==> config.mk <==
export PLATFORM = sky130hd
export DESIGN_NAME = caldr_top
export DESIGN_NICKNAME = d
export VERILOG_FILES = /design/src/caldr_pkg.sv /design/src/caldr_top.sv /design/src/caldr_digit.sv /design/src/caldr_unlock.sv
export SDC_FILE = /design/constraint.sdc
export NUM_CORES = 1
export LEC_CHECK = 0
export ABC_AREA = 1
export BUFFER_PORTS_ARGS = -buffer_cell sky130_fd_sc_hd__buf_2
export CORE_UTILIZATION = 52
export DETAILED_ROUTE_END_ITERATION = 10
export PLACE_DENSITY_LB_ADDON = 0.05
export SKIP_LAST_GASP = 1
export SYNTH_ARGS = -nofsm -noshare
export SYNTH_HDL_FRONTEND = slang
export SYNTH_SLANG_ARGS = --single-unit
==> constraint.sdc <==
create_clock -name clk -period 2.9 [get_ports clk]
set_clock_uncertainty 0.1 [all_clocks]
set_input_delay 0.725 -clock clk [delete_from_list [all_inputs] [get_ports clk]]
set_output_delay 0.725 -clock clk [all_outputs]
set_load 0.02 [all_outputs]
==> src/caldr_pkg.sv <==
// Package with constants for the calendar date register block.
`default_nettype none
package caldr_pkg;

  // ----------------------------------------
  // Register offsets
  // ----------------------------------------
  localparam logic [3:0] CALDR_OFS_DATE = 4'h0;
  localparam logic [3:0] CALDR_OFS_CTRL = 4'h4;

  // ----------------------------------------
  // Field positions
  // ----------------------------------------
  localparam int CALDR_YEAR_TENS_LSB = 28;
  localparam int CALDR_YEAR_UNITS_LSB = 24;
  localparam int CALDR_MONTH_TENS_LSB = 20;
  localparam int CALDR_MONTH_UNITS_LSB = 16;
  localparam int CALDR_DAY_TENS_LSB = 12;
  localparam int CALDR_DAY_UNITS_LSB = 8;
  localparam int CALDR_WEEKDAY_LSB = 0;
  localparam int CALDR_UNLOCK_BIT = 3;

  // ----------------------------------------
  // Reset values
  // ----------------------------------------
  localparam logic [3:0] CALDR_DIGIT_RST = 4'h0;
  localparam logic CALDR_UNLOCK_RST = 1'b0;

  // ----------------------------------------
  // Digit limits
  // ----------------------------------------
  localparam logic [3:0] CALDR_MAX_NINE = 4'h9;
  localparam logic [3:0] CALDR_MAX_MONTH_TENS = 4'h1;
  localparam logic [3:0] CALDR_MAX_DAY_TENS = 4'h3;
  localparam logic [3:0] CALDR_MAX_WEEKDAY = 4'h6;

endpackage

`default_nettype wire

==> src/caldr_top.sv <==
// Calendar date register with write unlock gating and a plain register port.
// Function
// - Bits 31 to 28 hold the year tens digit in BCD.
// - Bits 27 to 24 hold the year units digit in BCD.
// - Bits 23 to 20 hold the month tens digit, zero or one.
// - Bits 19 to 16 hold the month units digit, zero to nine.
// - Bits 15 to 12 hold the day tens digit, zero to three.
// - Bits 11 to 8 hold the day units digit, zero to nine.
// - Bits 7 to 4 are unimplemented and read as zero.
// - Bits 3 to 0 hold the weekday digit, zero to six.
// - Date writes are taken only while the write unlock bit, bit 3 of the control register, is one.
`timescale 1ns/10ps
`default_nettype none

module caldr_top
  import caldr_pkg::*;
(
  input wire logic clk,
  input wire logic srst,
  input wire logic [3:0] reg_addr,
  input wire logic [31:0] reg_wdata,
  input wire logic reg_wr,
  input wire logic reg_rd,
  output logic [31:0] reg_rdata,
  output logic [31:0] calendar_date_value,
  output logic clock_write_unlock
);

  logic date_wr;
  logic ctrl_wr;
  logic unlock_q;
  logic [3:0] year_tens_digit;
  logic [3:0] year_units_digit;
  logic [3:0] month_tens_digit;
  logic [3:0] month_units_digit;
  logic [3:0] day_tens_digit;
  logic [3:0] day_units_digit;
  logic [3:0] weekday_digit;
  logic [31:0] date_word;
  logic [31:0] next_rdata;

  // ----------------------------------------
  // Write decode
  // ----------------------------------------
  assign ctrl_wr = reg_wr && (reg_addr == CALDR_OFS_CTRL);
  assign date_wr = reg_wr && (reg_addr == CALDR_OFS_DATE) && unlock_q;

  caldr_unlock u_unlock (
    .clk(clk),
    .srst(srst),
    .wr_en(ctrl_wr),
    .wr_bit(reg_wdata[CALDR_UNLOCK_BIT]),
    .clock_write_unlock(unlock_q)
  );

  // ----------------------------------------
  // Date digits
  // ----------------------------------------
  caldr_digit #(.MAX_VAL(CALDR_MAX_NINE)) u_year_tens (
    .clk(clk),
    .srst(srst),
    .wr_en(date_wr),
    .wr_digit(reg_wdata[CALDR_YEAR_TENS_LSB +: 4]),
    .digit(year_tens_digit)
  );

  caldr_digit #(.MAX_VAL(CALDR_MAX_NINE)) u_year_units (
    .clk(clk),
    .srst(srst),
    .wr_en(date_wr),
    .wr_digit(reg_wdata[CALDR_YEAR_UNITS_LSB +: 4]),
    .digit(year_units_digit)
  );

  caldr_digit #(.MAX_VAL(CALDR_MAX_MONTH_TENS)) u_month_tens (
    .clk(clk),
    .srst(srst),
    .wr_en(date_wr),
    .wr_digit(reg_wdata[CALDR_MONTH_TENS_LSB +: 4]),
    .digit(month_tens_digit)
  );

  caldr_digit #(.MAX_VAL(CALDR_MAX_NINE)) u_month_units (
    .clk(clk),
    .srst(srst),
    .wr_en(date_wr),
    .wr_digit(reg_wdata[CALDR_MONTH_UNITS_LSB +: 4]),
    .digit(month_units_digit)
  );

  caldr_digit #(.MAX_VAL(CALDR_MAX_DAY_TENS)) u_day_tens (
    .clk(clk),
    .srst(srst),
    .wr_en(date_wr),
    .wr_digit(reg_wdata[CALDR_DAY_TENS_LSB +: 4]),
    .digit(day_tens_digit)
  );

  caldr_digit #(.MAX_VAL(CALDR_MAX_NINE)) u_day_units (
    .clk(clk),
    .srst(srst),
    .wr_en(date_wr),
    .wr_digit(reg_wdata[CALDR_DAY_UNITS_LSB +: 4]),
    .digit(day_units_digit)
  );

  caldr_digit #(.MAX_VAL(CALDR_MAX_WEEKDAY)) u_weekday (
    .clk(clk),
    .srst(srst),
    .wr_en(date_wr),
    .wr_digit(reg_wdata[CALDR_WEEKDAY_LSB +: 4]),
    .digit(weekday_digit)
  );

  // ----------------------------------------
  // Read path
  // ----------------------------------------
  assign date_word = {year_tens_digit, year_units_digit, month_tens_digit, month_units_digit,
                      day_tens_digit, day_units_digit, 4'h0, weekday_digit};

  always_comb begin
    next_rdata = 32'h0000_0000;
    if (reg_rd) begin
      if (reg_addr == CALDR_OFS_DATE) begin
        next_rdata = date_word;
      end else if (reg_addr == CALDR_OFS_CTRL) begin
        next_rdata[CALDR_UNLOCK_BIT] = unlock_q;
      end
    end
  end

  always_ff @(posedge clk) begin
    if (srst) begin
      reg_rdata <= 32'h0000_0000;
    end else begin
      reg_rdata <= next_rdata;
    end
  end

  // ----------------------------------------
  // Registered state outputs
  // ----------------------------------------
  always_ff @(posedge clk) begin
    if (srst) begin
      calendar_date_value <= 32'h0000_0000;
      clock_write_unlock <= CALDR_UNLOCK_RST;
    end else begin
      calendar_date_value <= date_word;
      clock_write_unlock <= unlock_q;
    end
  end

endmodule

`default_nettype wire

==> src/caldr_digit.sv <==
// One gated BCD digit holding register with a range limit.
`timescale 1ns/10ps
`default_nettype none

module caldr_digit
  import caldr_pkg::*;
#(
  parameter logic [3:0] MAX_VAL = 4'h9
) (
  input wire logic clk,
  input wire logic srst,
  input wire logic wr_en,
  input wire logic [3:0] wr_digit,
  output logic [3:0] digit
);

  if (MAX_VAL > CALDR_MAX_NINE) begin : g_bad_limit
    $error("Digit limit exceeds nine.");
  end

  // ----------------------------------------
  // Storage
  // ----------------------------------------
  always_ff @(posedge clk) begin
    if (srst) begin
      digit <= CALDR_DIGIT_RST;
    end else if (wr_en && (wr_digit <= MAX_VAL)) begin
      digit <= wr_digit;
    end
  end

endmodule

`default_nettype wire

==> src/caldr_unlock.sv <==
// Clock control register holding the write unlock bit.
`timescale 1ns/10ps
`default_nettype none

module caldr_unlock
  import caldr_pkg::*;
(
  input wire logic clk,
  input wire logic srst,
  input wire logic wr_en,
  input wire logic wr_bit,
  output logic clock_write_unlock
);

  // ----------------------------------------
  // Storage
  // ----------------------------------------
  always_ff @(posedge clk) begin
    if (srst) begin
      clock_write_unlock <= CALDR_UNLOCK_RST;
    end else if (wr_en) begin
      clock_write_unlock <= wr_bit;
    end
  end

endmodule

`default_nettype wire

==> summary.md <==
| Metric | Value |
|---|---|
| Outcome | `finished clean` |
| Dominant synthesized flop cell | `dfxtp_1` |
| Pin count of the biggest net entering global routing | `29` |
| Clock Tree Root | `clkbuf_8` |
| Width of the chip | `75.7 um` |
| Share of final-layout standard cells stronger than drive strength 1 | `27.5%` |
| Setup TNS after final layout | `0 ns` |
| Pleak | `1.73 nW` |
| Detailed router's first-iteration violation count | `66` |
| Worst Path Class, Setup | `in -> reg` |
| Met3 global-route usage | `4.63%` |
| P_sw | `0.458 mW` |
| Row Count | `26` |
| Timing startpoint of the critical path | `srst` |
| Setup slack of the critical path after layout | `1.09 ns` |
| PD cells | `619 nW/um2` |
| Critical path endpoint | `reg_rdata[3]` |
| Setup repair after global routing missed its margin | `no` |
| Antenna violations before repair | `0` |
| Flop pwr share | `54.3%` |
| Critical-path maximum fanout | `28` |
| Ant diodes | `0` |
| Weighted congestion at the end of routability-driven global placement | `0.714` |
| Busiest grt layer | `met2` |
| Distinct cell type count of the synthesized netlist | `20` |
| Average wire per standard cell | `10.3 um` |
| DP Area | `3290 um2` |
| Initial cell density of the core | `54.6%` |
| Net count, final | `472` |
| Detail-routed via count per cell | `4.37` |
| Count of yosys warnings during synthesis | `0` |
| Fill cell instance count of the final layout | `462` |
| Required time at the endpoint of the critical path | `3.04 ns` |
| Post-cts gate resize count | `0` |
| Count of buffers inserted at the top-level ports | `92` |
| Period Utilization, post-route | `62.4%` |
| # hold bufs at CTS | `0` |
| Number of storage elements in the synthesis netlist | `86` |
| Count of final setup violators | `0` |
| Via count of the routed design | `2215` |
| Pre-antenna DRT Iters | `4` |
| Clock latency on the worst-skew pair | `0.33 ns` |
| Half-perimeter wire length after placement | `3620 um` |
| Number of buffers added for setup after CTS | `0` |
| Number of buffers added by the clock tree synthesis step | `9` |
| EDFF count, synth | `0` |
| Worst-case clock buffer depth | `2` |
| Slew at the pin with the worst max-slew slack | `0.700 ns` |
| DRC violations left | `0` |
| Hold/Removal Path Class | `reg -> reg` |
| Crit path DAT | `1.95 ns` |
| Clock network power share | `41.8%` |
| Switching share of power | `21.1%` |
| Hold Violations, Final | `0` |
| Worst-case reg-to-reg path depth | `6` |
| Combinational power share | `3.8%` |
| Final critical path time including I/O delays and setup | `1.81 ns` |
| Internal Power | `1.71 mW` |
| Total length of routed wires | `5200 um` |
| Max-cap violation count | `0` |
| Register-to-register setup slack | `1.57 ns` |
| Area growth from synthesis to layout | `24.4%` |
| Number of I/O pins | `105` |
| Reg2reg end | `u_weekday.digit[2]` |
| Final core area utilization | `67.9%` |
| Summed instance area of the synthesized netlist | `2820 um2` |
| TritonCTS clock tree | `yes` |
| Peak supply drop | `0.365 mV` |
| Met1 Usage GRT | `25.1%` |
| Worst slew slack as a fraction of its limit | `53.3%` |
| Via count of the first global-routing pass | `1935` |
| Die outline area | `5730 um2` |
| Total non-filler cell area in the finished layout | `3510 um2` |
| Worst r2r src | `u_unlock.clock_write_unlock` |
| Clock sink count | `86` |
| Clock slew at reported path FFs | `0.08 ns` |
| Total congestion overflow after global routing | `0` |
| Post-DRT Antenna Nets | `0` |
| Overall track demand over capacity in global routing | `20.0%` |
| Max-slew violation count | `0` |
| Grt met2 use | `32.9%` |
| DIE HEIGHT | `75.7 um` |
| Standard cell core area | `5170 um2` |
| Share of flip-flops with an asynchronous set or reset | `0%` |
| First-pass GRT wire length | `8390 um` |
| Worst slack at placement | `0.709 ns` |
| Sequential-to-total area share from yosys stat | `61.0%` |
| Kind of start point of the critical path | `input port` |
| Maximum frequency from static timing analysis | `0.553 GHz` |
| Cells after Synth | `338` |
| Average footprint of a synthesized cell | `8.35 um2` |
| Clock H-tree levels | `3` |
| Nature of the critical path endpoint | `flip-flop` |
## synthesized netlist by cell type (4+ instances only)
cell     instances  share of area (%)
nand3_1         12                2.1
o21ai_1          4               0.71
inv_1           57                7.6
buf_4            8                2.1
nor2_1          91                 12
dfxtp_1         86                 61
nor3_1           6                1.1
buf_2            6                1.1
nor2_2           4               0.89
nand2_1         42                5.6
o21ai_0          9                1.6
## sequential cells by signal (all words and copies together), names as in the netlist
signal,count
u_day_units.digit,4
u_year_units.digit,4
u_day_tens.digit,4
u_month_tens.digit,4
u_weekday.digit,4
u_month_units.digit,4
u_year_tens.digit,4
calendar_date_value,28
u_unlock.clock_write_unlock,1
clock_write_unlock,1
reg_rdata,28
## stage by stage
step | std cells | hold slack [ns] | total power [mW]
detailed placement | 491 | 0.328 | 1.29
global placement | 491 | 0.323 | 1.29
floorplan | 345 | 0.317 | 1.27
global route | 507 | 0.355 | 2.26
finish | 507 | 0.337 | 2.17
CTS | 507 | 0.340 | 2.19
## layout make-up
class / count / area, um2 / area share, %
repair buffers: 93 / 468 / 13.3
well taps: 70 / 87.6 / 2.49
clock buffers: 10 / 138 / 3.92
multi-input cells: 185 / 797 / 22.7
inverters: 57 / 214 / 6.09
clock inverters: 6 / 85.1 / 2.42
flip-flops and latches: 86 / 1720 / 49.0
## worst min path at each step
stage | startpoint | endpoint | slack [ns] | cells after the start
after CTS | u_month_units.digit[1] | reg_rdata[17] | 0.34 | 2
after global placement | u_month_units.digit[2] | reg_rdata[18] | 0.32 | 2
after detailed placement | u_year_tens.digit[1] | reg_rdata[29] | 0.33 | 2
final | u_year_units.digit[2] | reg_rdata[26] | 0.34 | 2
after floorplan | u_day_units.digit[2] | reg_rdata[10] | 0.32 | 2
after global routing | u_year_units.digit[2] | reg_rdata[26] | 0.36 | 2
## worst max-delay path, cell delays in order
cell	delay, ns
buf_2	0.25
nor2_2	0.19
nand3_2	0.48
o22ai_1	0.29
## power by group through the flow
| stage | clock (mW) | sequential (mW) | combinational (mW) |
|---|---|---|---|
| 6_report | 0.909 | 1.18 | 0.0827 |
| 3_5_place_dp | 0 | 1.21 | 0.0835 |
| 3_3_place_gp | 0 | 1.21 | 0.0822 |
| 2_1_floorplan | 0 | 1.21 | 0.0565 |
| 5_1_grt | 0.981 | 1.18 | 0.0945 |
| 4_1_cts | 0.923 | 1.18 | 0.0837 |
## layout by cell type (no fill, tap or decap), drive strengths merged
| master | Yosys | routed |
|---|---|---|
| nand3 | 14 | 14 |
| clkinvlp | 0 | 2 |
| nand2 | 44 | 44 |
| o21ai | 13 | 13 |
| inv | 57 | 57 |
| nand4 | 1 | 1 |
| nor3 | 6 | 6 |
| nor2 | 98 | 98 |
| clkbuf | 1 | 10 |
| o22ai | 1 | 1 |
| conb | 1 | 8 |
| dfxtp | 86 | 86 |
| buf | 16 | 93 |
| bufinv | 0 | 2 |
| clkinv | 0 | 2 |
## kinds of logic after synthesis
group	after synthesis	synth area share (%)
AOI/OAI and AO/OA	14	2.53
buffers and inverters	74	11.7
DFF	86	61.0
other	1	0.133
and+or+nand+nor	163	24.6
## per-layer routing
metal / up-vias / wire, um / share of wire, %
li1: 1165 / - / -
met1: 968 / 2400 / 46
met2: 73 / 2430 / 47
met3: 9 / 307 / 5.9
met4: 0 / 73 / 1.4
met5: - / 0 / 0
Note: power is estimated with default switching activity, not from simulation.
